<file path="config.mk">
export PLATFORM = sky130hd
export DESIGN_NAME = dsps_core
export DESIGN_NICKNAME = d
export VERILOG_FILES = /design/src/core/dsps_pkg.sv /design/src/core/dsps_core.sv
export VERILOG_INCLUDE_DIRS = /design/src /design/src/core
export SDC_FILE = /design/constraint.sdc
export NUM_CORES = 1
export LEC_CHECK = 0
export BUFFER_PORTS_ARGS = -buffer_cell sky130_fd_sc_hd__clkbuf_2
export CORE_AREA = 2 2 82 68
export CTS_CLUSTER_SIZE = 10
export DETAILED_ROUTE_END_ITERATION = 10
export DIE_AREA = 0 0 84 70
export PLACE_DENSITY = 0.7
export REMOVE_ABC_BUFFERS = 1
export SYNTH_ARGS = -nofsm -noshare
export SYNTH_HDL_FRONTEND = slang
export SYNTH_SLANG_ARGS = --single-unit
</file>
<file path="constraint.sdc">
create_clock -name clk -period 1.1 [get_ports clk]
set_input_delay 0.11 -clock clk [delete_from_list [all_inputs] [get_ports clk]]
set_output_delay 0.11 -clock clk [all_outputs]
set_load 0.02 [all_outputs]
</file>
<file path="src/core/dsps_consts.svh">
// constants for the dual-slot power switch control block
// assumes inclusion by the package and the core module only
`ifndef DSPS_CONSTS_SVH
`define DSPS_CONSTS_SVH
`define DSPS_WORD_W 11
`define DSPS_BIT_PA0 0
`define DSPS_BIT_PA1 1
`define DSPS_BIT_LA_LO 2
`define DSPS_BIT_LA_HI 3
`define DSPS_BIT_PB0 4
`define DSPS_BIT_PB1 5
`define DSPS_BIT_LB_HI 6
`define DSPS_BIT_LB_LO 7
`define DSPS_BIT_ON 8
`define DSPS_BIT_SELA 9
`define DSPS_BIT_SELB 10
`define DSPS_WORD_RST 11'h000
`define DSPS_SEL_RST 3'h0
`define DSPS_SYNC_LO 2'h0
`define DSPS_SYNC_HI 2'h3
`define DSPS_FAULT_RST 4'h0
`define DSPS_FLAG_RST 1'h1
`define DSPS_BIT_RST 1'h0
`endif

</file>
<file path="src/core/dsps_pkg.sv">
// types for the dual-slot power switch control block
// assumes dsps_consts.svh is on the include path
`include "dsps_consts.svh"
package dsps_pkg;
  // output setting of one supply pin
  typedef enum logic [2:0] {
    DSPS_OUT_GND = 3'h0,
    DSPS_OUT_3V3 = 3'h1,
    DSPS_OUT_5V = 3'h2,
    DSPS_OUT_12V = 3'h3,
    DSPS_OUT_HIZ = 3'h4
  } dsps_out_t;

  typedef struct packed {
    logic [1:0] clk_sync;
    logic [1:0] dat_sync;
    logic [1:0] lat_sync;
    logic [1:0] rsth_sync;
    logic [1:0] rstl_sync;
    logic clk_prev;
    logic lat_prev;
    logic [`DSPS_WORD_W-1:0] shift;
    logic [`DSPS_WORD_W-1:0] word;
    logic word_valid;
    logic mode_meta;
    logic mode_ind;
    logic [3:0] fault_meta;
    logic [3:0] fault_sync;
    dsps_out_t a_logic;
    dsps_out_t b_logic;
    dsps_out_t a_prog;
    dsps_out_t b_prog;
    logic flag_n;
  } dsps_state_t;
endpackage : dsps_pkg

</file>
<file path="src/core/dsps_core.sv">
// serial control logic of a dual-slot card power switch
// assumes serial link, resets, mode and fault inputs are asynchronous pins
// Overview of operation
// - in reset every supply output is grounded, nothing else switched
// - after reset outputs stay grounded until a new word is latched
// - latch strobes during reset are ignored; a pin reset keeps the latched word
// - active-high or active-low reset input each enters grounded state
// - power-up (rst_b) enters the grounded state without pin resets
// - data is shifted in on each rising serial clock edge
// - rising latch edge moves the 11-bit shifted word to the control word
// - fault flag is low while any output has overcurrent or overtemp
// - independent mode: program out 00 gnd,10 12V,11 hiz,01 3.3/5 by bit9/10
// - compatibility mode: program out 01 follows slot logic output
// - bit 8 low forces every supply output to high impedance
// - mode high selects independent, low selects compatibility decoding
`timescale 1ns/1ns
`include "dsps_consts.svh"
module dsps_core
  import dsps_pkg::*;
(
  // clock, reset, enable
  input wire logic clk,
  input wire logic rst_b,
  input wire logic clk_en,
  // serial link pins
  input wire logic serial_data,
  input wire logic serial_clock,
  input wire logic serial_latch,
  // reset pins
  input wire logic reset_pin,
  input wire logic reset_pin_n,
  // configuration and status pins
  input wire logic mode_independent,
  input wire logic [3:0] fault_detect,
  // supply switch settings
  output dsps_out_t slot_a_logic_supply_out,
  output dsps_out_t slot_b_logic_supply_out,
  output dsps_out_t slot_a_program_supply_out,
  output dsps_out_t slot_b_program_supply_out,
  output logic overcurrent_flag_n
);

  // registered state and its next value
  dsps_state_t s_q;
  dsps_state_t s_d;

  // synchronised pin levels, read only from the second stage
  logic clk_lvl;
  logic dat_lvl;
  logic lat_lvl;
  logic rsth_lvl;
  logic rstl_lvl;

  // events and conditions of the current cycle
  logic in_reset;
  logic clk_rise;
  logic lat_rise;
  logic fault_any;
  logic [`DSPS_WORD_W-1:0] shift_next;

  // candidate settings decoded from the shift register
  dsps_out_t la;
  dsps_out_t lb;
  dsps_out_t pa;
  dsps_out_t pb;

  // logic supply decode of one slot; code 11 grounds like 00
  function automatic dsps_out_t logic_dec(input logic hi, input logic lo);
    case ({hi, lo})
      2'b00: logic_dec = DSPS_OUT_GND;
      2'b01: logic_dec = DSPS_OUT_3V3;
      2'b10: logic_dec = DSPS_OUT_5V;
      2'b11: logic_dec = DSPS_OUT_GND;
      default: logic_dec = DSPS_OUT_GND;
    endcase
  endfunction : logic_dec

  // program supply decode of one slot
  function automatic dsps_out_t prog_dec(input logic b0, input logic b1, input logic sel,
                                         input logic indep, input dsps_out_t lsup);
    case ({b0, b1})
      2'b00: prog_dec = DSPS_OUT_GND;
      2'b10: prog_dec = DSPS_OUT_12V;
      2'b11: prog_dec = DSPS_OUT_HIZ;
      2'b01: begin
        if (indep) begin
          prog_dec = sel ? DSPS_OUT_5V : DSPS_OUT_3V3;
        end else begin
          prog_dec = lsup;
        end
      end
      default: prog_dec = DSPS_OUT_GND;
    endcase
  endfunction : prog_dec

  // one step of a two-stage synchroniser
  function automatic logic [1:0] sync2(input logic [1:0] stages, input logic pin);
    sync2 = {stages[0], pin};
  endfunction : sync2

  // rising edge from the current and the remembered level
  function automatic logic rose(input logic now_lvl, input logic last_lvl);
    rose = now_lvl & ~last_lvl;
  endfunction : rose

  always_comb begin
    s_d = s_q;

    // first stages are the only readers of the pins
    s_d.clk_sync = sync2(s_q.clk_sync, serial_clock);
    s_d.dat_sync = sync2(s_q.dat_sync, serial_data);
    s_d.lat_sync = sync2(s_q.lat_sync, serial_latch);
    s_d.rsth_sync = sync2(s_q.rsth_sync, reset_pin);
    s_d.rstl_sync = sync2(s_q.rstl_sync, reset_pin_n);
    s_d.mode_meta = mode_independent;
    s_d.mode_ind = s_q.mode_meta;
    s_d.fault_meta = fault_detect;
    s_d.fault_sync = s_q.fault_meta;

    // second stages feed all the logic below
    clk_lvl = s_q.clk_sync[1];
    dat_lvl = s_q.dat_sync[1];
    lat_lvl = s_q.lat_sync[1];
    rsth_lvl = s_q.rsth_sync[1];
    rstl_lvl = s_q.rstl_sync[1];

    // edge detectors remember the level of the previous cycle
    s_d.clk_prev = clk_lvl;
    s_d.lat_prev = lat_lvl;
    clk_rise = rose(clk_lvl, s_q.clk_prev);
    lat_rise = rose(lat_lvl, s_q.lat_prev);
    in_reset = rsth_lvl | ~rstl_lvl;

    // flag follows the synchronised faults, nothing is latched
    fault_any = |s_q.fault_sync;
    s_d.flag_n = ~fault_any;

    // shift right: the first bit sent ends at bit 0 after eleven clocks
    shift_next = {dat_lvl, s_q.shift[`DSPS_WORD_W-1:1]};
    if (clk_rise) begin
      s_d.shift = shift_next;
    end

    // decode the candidate word every cycle; only a latch takes it
    la = logic_dec(s_q.shift[`DSPS_BIT_LA_HI], s_q.shift[`DSPS_BIT_LA_LO]);
    lb = logic_dec(s_q.shift[`DSPS_BIT_LB_HI], s_q.shift[`DSPS_BIT_LB_LO]);
    pa = prog_dec(s_q.shift[`DSPS_BIT_PA0], s_q.shift[`DSPS_BIT_PA1],
                  s_q.shift[`DSPS_BIT_SELA], s_q.mode_ind, la);
    pb = prog_dec(s_q.shift[`DSPS_BIT_PB0], s_q.shift[`DSPS_BIT_PB1],
                  s_q.shift[`DSPS_BIT_SELB], s_q.mode_ind, lb);

    if (in_reset) begin
      // strobes during a pin reset are dropped, not held over
      s_d.word_valid = 1'b0;
      s_d.a_logic = DSPS_OUT_GND;
      s_d.b_logic = DSPS_OUT_GND;
      s_d.a_prog = DSPS_OUT_GND;
      s_d.b_prog = DSPS_OUT_GND;
    end else if (lat_rise) begin
      s_d.word = s_q.shift;
      s_d.word_valid = 1'b1;
      if (!s_q.shift[`DSPS_BIT_ON]) begin
        s_d.a_logic = DSPS_OUT_HIZ;
        s_d.b_logic = DSPS_OUT_HIZ;
        s_d.a_prog = DSPS_OUT_HIZ;
        s_d.b_prog = DSPS_OUT_HIZ;
      end else begin
        s_d.a_logic = la;
        s_d.b_logic = lb;
        s_d.a_prog = pa;
        s_d.b_prog = pb;
      end
    end else begin
      // no event: settings stand, so a mode change alone moves nothing
      s_d.word = s_q.word;
      s_d.word_valid = s_q.word_valid;
      s_d.a_logic = s_q.a_logic;
      s_d.b_logic = s_q.b_logic;
      s_d.a_prog = s_q.a_prog;
      s_d.b_prog = s_q.b_prog;
    end
  end

  // clk_en low freezes every stage, synchronisers included
  always_ff @(posedge clk) begin
    if (!rst_b) begin
      // power-up: idle pin copies, so no false edge or pin reset follows
      s_q.clk_sync <= `DSPS_SYNC_LO;
      s_q.dat_sync <= `DSPS_SYNC_LO;
      s_q.lat_sync <= `DSPS_SYNC_LO;
      s_q.rsth_sync <= `DSPS_SYNC_LO;
      s_q.rstl_sync <= `DSPS_SYNC_HI;
      s_q.clk_prev <= `DSPS_BIT_RST;
      s_q.lat_prev <= `DSPS_BIT_RST;
      s_q.mode_meta <= `DSPS_BIT_RST;
      s_q.mode_ind <= `DSPS_BIT_RST;
      s_q.fault_meta <= `DSPS_FAULT_RST;
      s_q.fault_sync <= `DSPS_FAULT_RST;
      s_q.flag_n <= `DSPS_FLAG_RST;
      // word and grounded outputs
      s_q.shift <= `DSPS_WORD_RST;
      s_q.word <= `DSPS_WORD_RST;
      s_q.word_valid <= `DSPS_BIT_RST;
      s_q.a_logic <= DSPS_OUT_GND;
      s_q.b_logic <= DSPS_OUT_GND;
      s_q.a_prog <= DSPS_OUT_GND;
      s_q.b_prog <= DSPS_OUT_GND;
    end else if (clk_en) begin
      s_q <= s_d;
    end
  end

  // every output straight from its register
  assign slot_a_logic_supply_out = s_q.a_logic;
  assign slot_b_logic_supply_out = s_q.b_logic;
  assign slot_a_program_supply_out = s_q.a_prog;
  assign slot_b_program_supply_out = s_q.b_prog;
  assign overcurrent_flag_n = s_q.flag_n;

endmodule : dsps_core

</file>
* Yosys cells after proc, flatten, opt, wreduce, memory -nomap -nowiden
Cells that the tools add are included.
Word-level totals: register bits 46, bits in latches 0, memory bits (writable) 0, memory bits (read-only) 0, logic and storage cells 57, memories 0
Cells by class: $add $sub $neg 0, multipliers 0, divide/modulo/power cells 0, $lt $le $gt $ge 0, eq/ne operators 12, shift operators 0, mux-type cells 11, bitwise gates (word level) 7, reduce and logical (&&, ||, !) cells 10
Operators by type and width (number):
- $mux W12 | 3
- $pmux W3 S4 | 2
- $pmux W3 S3 | 2
- $eq A2 B2 Y1 const B | 8
- $eq A2 B1 Y1 const B | 4
- $logic_not A2 Y1 | 4
- $mux W3 | 2
- $mux W2 | 2
- $not A1 Y1 | 4
- $reduce_and A2 Y1 | 2
- $reduce_or A2 Y1 | 2
- $reduce_or A4 Y1 | 1
- $and A1 B1 Y1 | 2
- $reduce_bool A2 Y1 | 1
- $or A1 B1 Y1 | 1

* Longest topological paths before layout
Gate-level depths: netlist of the first run.
depth in word-level cells 8, depth in mapped cells 5

* Worst setup path before layout of the first run
OpenSTA, ideal clock, no wires.
kind register -> register, start register s_q (netlist bit rsth_lvl), end register s_q (netlist bit slot_a_program_supply_out[0]), data arrival time 1.082 ns, data required time 0.983 ns, setup slack -0.099 ns, stages on the path, launching flop included 6, path buffers 1, period minus slack after synthesis 1.199 ns, cells stage by stage dfxtp_1 > nand2b_4 > o21ai_4 > buf_6 > nor3_2 > a32o_2
On the way: word-level cells in the longest chain between the ends 3
RTL lines:
- start, declared | line dsps_core.sv:44 | dsps_state_t s_q;
- $or A1 B1 Y1 * | line dsps_core.sv:132 | in_reset = rsth_lvl | ~rstl_lvl;
- $reduce_bool A2 Y1 (no line)
- $reduce_and A2 Y1 (no line)
Mark *: on every way between the ends. The rest lies on a longest branch, timed or not. A chain may end at the register's enable or synchronous reset.

* Final worst setup path of the first run
start register s_q (netlist bit rsth_lvl), end register s_q (netlist bit slot_b_program_supply_out[0])
Same word-level chain as after synthesis.

==> flow_metrics.env, run 1 <==
export IMPL_run_status="finished, violations left"
export IMPL_grt_use_met2=0.185
export IMPL_post_drt_wl_per_cell_um=11.7
export IMPL_grt_pass1_wl_mm=5.78
export IMPL_r2r_start="rsth_lvl"
export IMPL_layout_drive_gt1_share=0.291
export IMPL_synth_cell_types=23
export IMPL_met1_usage=0.165
export IMPL_fp_coreArea_um2=5190
export IMPL_hp_class="input port to flop"
export IMPL_async_flop_share=0
export IMPL_fin_crit_sh=1.07
export IMPL_min_period_ps=1170
export IMPL_layout_nets=225
export IMPL_peakVddDrop_mv=1.06
export IMPL_rrSetupSlack_ps=-70
export IMPL_synthCells=185
export IMPL_die_w_um=84
export IMPL_use_met3=0.0390
export IMPL_p_leak_nw=1.06
export IMPL_synth_compound_area_share=0.0553
export IMPL_r2r_end="slot_b_program_supply_out[0]"
export IMPL_avgSynthCellArea_um2=10.6
export IMPL_die_area_um2=5880
export IMPL_p_per_area_nw_per_um2=1390
export IMPL_cts_buffers=5
export IMPL_worstPathArrival_ps=1370
export IMPL_ys_seq_area_frac=0.458
export IMPL_root_buffer="clkbuf_8"
export IMPL_num_vias=1259
export IMPL_max_slew_margin=0.780
export IMPL_synthMuxAreaShare=0.220
export IMPL_final_cell_mix="dfxtp_1, mux2i_1, nor2b_1"
export IMPL_rows=24
export IMPL_antenna_cells=0
export IMPL_fin_ws_ps=-72.2
export IMPL_clock_fmax_mhz=853
export IMPL_synth_adder_area_share=0
export IMPL_finClkSkew_ps=2.96
export IMPL_dr_pass1_iters=4
export IMPL_startpoint="rsth_lvl"
export IMPL_final_common_cell="dfxtp_1"
export IMPL_worstMarginPinSlew_ps=326
export IMPL_final_setup_viol_count=11
export IMPL_via_per_inst=4.53
export IMPL_totalWireLength_mm=3.26
export IMPL_critPathMaxFanout=13
export IMPL_synth_top_family_by_area="multiplexers"
export IMPL_hpwl_mm=2.38
export IMPL_drv_cap=0
export IMPL_cts_sinks=45
export IMPL_synth_simple_gate_area_frac=0.190
export IMPL_critical_path_startpoint_type="flop"
export IMPL_crit_path_end_kind="flop"
export IMPL_cts_tree="yes"
export IMPL_syn_area_um2=1970
export IMPL_synth_xor_area_frac=0
export IMPL_first_iter_violations=54
export IMPL_die_y_um=70
export IMPL_violations="negative setup slack"
export IMPL_synth_ff_type="dfxtp_1"
export IMPL_place_port_buffers=25
export IMPL_synth_warnings=0
export IMPL_pin_count=26
export IMPL_ff2ff_path_depth=5
export IMPL_drtAntennaViolNets=0
export IMPL_htree_levels=2
export IMPL_antenna_found_initial=0
export IMPL_gp_congestion=0.720
export IMPL_cp_data_required_time_ps=1300
export IMPL_fin_tns_setup_ps=-637
export IMPL_synth_edf_count=0
export IMPL_grt_busiest_layer="met2"
export IMPL_cp_endpoint="slot_b_program_supply_out[0]"
export IMPL_totalPowerFinal_mw=3.22
export IMPL_finalMaxSlewViolations=0
export IMPL_rsz0062_at_grt="yes"
export IMPL_syn_to_final_growth_pct=17.6
export IMPL_grt_start_max_net_pins=21
export IMPL_clock_path_buffers=2
export IMPL_start_util=0.379
export IMPL_drc_errors=0
export IMPL_overflow=0
export IMPL_clk_latency_ps=300
export IMPL_worstHoldPathCells=3
export IMPL_grt_pass1_vias=1269
export IMPL_grt_use_total=0.124
export IMPL_hold_viol_final=0
export IMPL_worstSetupPathType="flop to flop"
export IMPL_clkSlewWorstSetupHoldPaths_ps=90
export IMPL_cts_hold_buf=0
export IMPL_synth_seq_cells=45
==> final cells by class <==
cell class	instances	area (µm²)
multi-input cells	117	927
clock buffers	5	68.8
fillers	514	2880
well taps	65	81.3
flip-flops and latches	45	903
repair buffers	43	285
clock inverters	3	46.3
==> worst max-delay path: stages (launching register included) <==
cell and delay, ps:
dfxtp_2 330, nand2b_4 150, o21ai_4 160, buf_12 160, nor3_4 50, a32o_2 220
==> Yosys cell counts, types with 3 or more instances <==
master / number / area [µm²]
nor2b_1: 38 / 238
mux2i_1: 41 / 410
dfxtp_1: 45 / 901
clkbuf_1: 5 / 18.8
nor3b_1: 4 / 30.0
a21oi_1: 4 / 20.0
nand2_1: 5 / 18.8
buf_4: 14 / 105
o21ai_0: 6 / 30.0
nor2_1: 3 / 11.3
==> cells by family (layout without fill, tap and decap cells) <==
kind of cell | count (synthesis) | count (layout)
compound gates | 15 | 15
buf+inv | 23 | 51
flops | 45 | 45
mux | 43 | 43
simple gates | 59 | 59
==> sequential cells by signal, summed over array words and instances, names as in the netlist <==
name / count
dat_lvl: 1
lat_lvl: 1
slot_a_logic_supply_out: 3
slot_b_logic_supply_out: 2
clk_lvl: 1
s_d: 10
s_q: 18
rsth_lvl: 1
rstl_lvl: 1
overcurrent_flag_n: 1
slot_a_program_supply_out: 3
slot_b_program_supply_out: 3
==> how the worst min path moves through the flow <==
stage,start,endpoint
floorplan,rst_b,overcurrent_flag_n
global placement,reset_pin_n,s_d[49]
detailed placement,reset_pin_n,s_d[49]
CTS,reset_pin_n,s_d[49]
global route,reset_pin_n,s_d[49]
finish,reset_pin_n,s_d[49]
==> where the power goes <==
part	switching [mW]	leakage [nW]	internal, mW
registers	0.0269	0.366	1.67
logic	0.120	0.639	0.138
clock network	0.578	0.0543	0.680
==> stage by stage <==
step / std cells / setup slack [ps] / hold slack [ps] / cell area, µm² / util
5_1_grt: 278 / -155 / 55.8 / 2310 / 0.445
4_1_cts: 278 / -78.1 / 37.0 / 2300 / 0.443
3_3_place_gp: 270 / -57.8 / 324 / 2180 / 0.420
2_1_floorplan: 162 / -135 / 172 / 1820 / -
6_report: 278 / -72.2 / 45.1 / 2310 / 0.445
3_5_place_dp: 270 / -81.7 / 361 / 2180 / 0.420
==> timing repair <==
action                                 4_1_cts  5_1_grt
buffers inserted                             0        0
setup endpoints to repair                   11       11
gates resized for setup                      1        3
endpoints found under the hold margin        0        0
pin swaps                                    0        1
==> per-layer routing <==
metal	share of wire	up-vias	wire length (µm)
li1	-	670	-
met1	0.53	561	1730
met2	0.41	22	1340
met3	0.043	6	140
met4	0.015	0	50
met5	0	-	0
(Power assumes the default switching activity.)
==> run 2, diff against run 1 <==
--- a/config.mk
+++ b/config.mk
@@ -7,12 +7,12 @@
 export NUM_CORES = 1
 export LEC_CHECK = 0
 export BUFFER_PORTS_ARGS = -buffer_cell sky130_fd_sc_hd__clkbuf_2
-export CORE_AREA = 2 2 82 68
+export CORE_AREA = 2 2 83 69
+export CTS_BUF_LIST = sky130_fd_sc_hd__clkbuf_16
 export CTS_CLUSTER_SIZE = 10
 export DETAILED_ROUTE_END_ITERATION = 10
-export DIE_AREA = 0 0 84 70
-export PLACE_DENSITY = 0.7
-export REMOVE_ABC_BUFFERS = 1
+export DIE_AREA = 0 0 85 71
+export PLACE_DENSITY = 0.68
 export SYNTH_ARGS = -nofsm -noshare
 export SYNTH_HDL_FRONTEND = slang
 export SYNTH_SLANG_ARGS = --single-unit
==> run 2 against run 1 <==
  * The flow still finishes with violations (negative setup slack)
  * Via count grew 1.6%
  * Critical path depth is the same
  * Worst setup slack gained 10 ps
  * Maximum frequency grew 0.88%
  * Die area grew 2.6%
  * Global-route usage shrank 0.74 points
  * Total power grew 12%
==> flow_metrics.env, run 2 (same netlist as run 1, synthesis figures left out) <==
export IMPL_min_period_ps=1160
export IMPL_drtAntennaViolNets=0
export IMPL_gp_congestion=0.746
export IMPL_p_leak_nw=1.11
export IMPL_final_cell_mix="mux2i_1, dfxtp_1, nor2b_1"
export IMPL_critical_path_startpoint_type="flop"
export IMPL_critPathMaxFanout=13
export IMPL_top_register="s_q"
export IMPL_worstPathCellList="nand2b_4, o21ai_4, buf_12, nor3_4, a32o_2"
export IMPL_clock_path_buffers=2
export IMPL_place_port_buffers=25
export IMPL_via_per_inst=4.57
export IMPL_peakVddDrop_mv=0.864
export IMPL_max_slew_margin=0.738
export IMPL_ff2ff_path_depth=5
export IMPL_slowest_delay_ps=320
export IMPL_die_area_um2=6040
export IMPL_fin_crit_sh=1.06
export IMPL_r2r_end="slot_b_program_supply_out[0]"
export IMPL_overflow=0
export IMPL_cts_sinks=45
export IMPL_grt_pass1_vias=1196
export IMPL_pre_cts_slack_ps=-91.6
export IMPL_grt_use_total=0.116
export IMPL_totalWireLength_mm=3.35
export IMPL_hp_class="input port to flop"
export IMPL_die_y_um=71
export IMPL_clkSlewWorstSetupHoldPaths_ps=60
export IMPL_num_vias=1279
export IMPL_grt_start_max_net_pins=22
export IMPL_dr_pass1_iters=4
export IMPL_rrSetupSlack_ps=-60
export IMPL_cp_data_required_time_ps=1280
export IMPL_layout_drive_gt1_share=0.312
export IMPL_syn_to_final_growth_pct=22.1
export IMPL_finClkSkew_ps=3.73
export IMPL_p_per_area_nw_per_um2=1510
export IMPL_hold_end="s_d[49]"
export IMPL_crit_path_end_kind="flop"
export IMPL_finalMaxSlewViolations=0
export IMPL_grt_pass1_wl_mm=5.49
export IMPL_antenna_cells=0
export IMPL_fin_tns_setup_ps=-381
export IMPL_hold_slack_ps=41.7
export IMPL_worstSetupPathType="flop to flop"
export IMPL_ff_latch_area_um2=906
export IMPL_worstPathArrival_ps=1340
export IMPL_largest_reg_flops=18
export IMPL_r2r_start="rsth_lvl"
export IMPL_fp_coreArea_um2=5260
export IMPL_final_setup_viol_count=11
export IMPL_rsz0062_at_grt="yes"
export IMPL_htree_levels=2
export IMPL_start_util=0.374
export IMPL_pin_count=26
export IMPL_clk_latency_ps=280
export IMPL_hold_viol_final=0
export IMPL_post_drt_wl_per_cell_um=12.0
export IMPL_layout_nets=227
export IMPL_drv_cap=0
export IMPL_first_iter_violations=41
export IMPL_worstMarginPinSlew_ps=389
export IMPL_rows=24
export IMPL_fin_ws_ps=-62.0
export IMPL_multi_input_comb_area_um2=943
export IMPL_run_status="finished, violations left"
export IMPL_violations="negative setup slack"
export IMPL_hpwl_mm=2.37
export IMPL_syn_num_nets=198
export IMPL_die_w_um=85
export IMPL_worstHoldPathCells=3
export IMPL_hp_start="reset_pin_n"
export IMPL_cts_tree="yes"
export IMPL_root_buffer="clkbuf_16"
export IMPL_critical_path_slowest_cell="dfxtp_2"
export IMPL_clock_fmax_mhz=861
export IMPL_cts_buffers=5
export IMPL_final_fill_count=513
export IMPL_drc_errors=0
export IMPL_antenna_found_initial=0
run 2: cell types whose count changed in the layout (fill, tap and decap cells not counted), sizes merged:
cell,change
buf,+2
run 2: critical path: cells and delay by family (launching register included):
kind / cells / cell delay (ps)
buffers and inverters: 1 / 170
and+or+nand+nor: 2 / 190
DFF: 1 / 320
AOI/OAI and AO/OA: 2 / 370
run 2: layer usage:
metal,track usage,up-vias,wire [µm]
met2,0.168,20,1470
met3,0.0338,8,122
met1,0.156,581,1680
met4,0.0635,0,76
met5,0,-,0
li1,-,670,-
run 2: final cells by class:
| type | instances | area share |
|---|---|---|
| multi-input cells | 117 | 0.393 |
| flip-flops and latches | 45 | 0.377 |
| repair buffers | 45 | 0.127 |
| clock buffers | 5 | 0.0521 |
| well taps | 65 | 0.0339 |
| clock inverters | 3 | 0.0172 |
run 2: timing repair:
item,CTS,global route
pin swaps,2,3
gates resized for setup,7,6
endpoints found under the setup margin,11,11
endpoints found under the hold margin,0,0
hold buffers,0,0
setup buffers,0,1
run 2: worst max-delay path by stage:
| stage | start | endpoint | slack (ps) | depth (start not counted) |
|---|---|---|---|---|
| after detailed placement | rstl_lvl | slot_b_program_supply_out[1] | -90 | 4 |
| final | rsth_lvl | slot_b_program_supply_out[0] | -60 | 5 |
| after CTS | rsth_lvl | slot_b_program_supply_out[1] | -70 | 4 |
| after global placement | rstl_lvl | slot_b_program_supply_out[1] | -30 | 4 |
| after global routing | rsth_lvl | slot_b_program_supply_out[1] | -120 | 4 |
| after floorplan | rsth_lvl | slot_a_program_supply_out[0] | -70 | 5 |
run 2: report_power, final:
group / total (mW) / leakage [nW] / internal (mW) / switching, mW
clock network: 1.65 / 0.0775 / 1.06 / 0.591
logic: 0.260 / 0.666 / 0.139 / 0.121
registers: 1.70 / 0.367 / 1.68 / 0.0257
run 2: metrics by stage:
| stage | cell area, µm² | utilization | power (mW) | cells |
|---|---|---|---|---|
| 2_1_floorplan | 1970 | - | 1.93 | 185 |
| 3_3_place_gp | 2200 | 0.418 | 1.99 | 271 |
| 3_5_place_dp | 2200 | 0.418 | 2.00 | 271 |
| 4_1_cts | 2380 | 0.453 | 3.67 | 279 |
| 5_1_grt | 2400 | 0.457 | 3.74 | 280 |
| 6_report | 2400 | 0.457 | 3.61 | 280 |
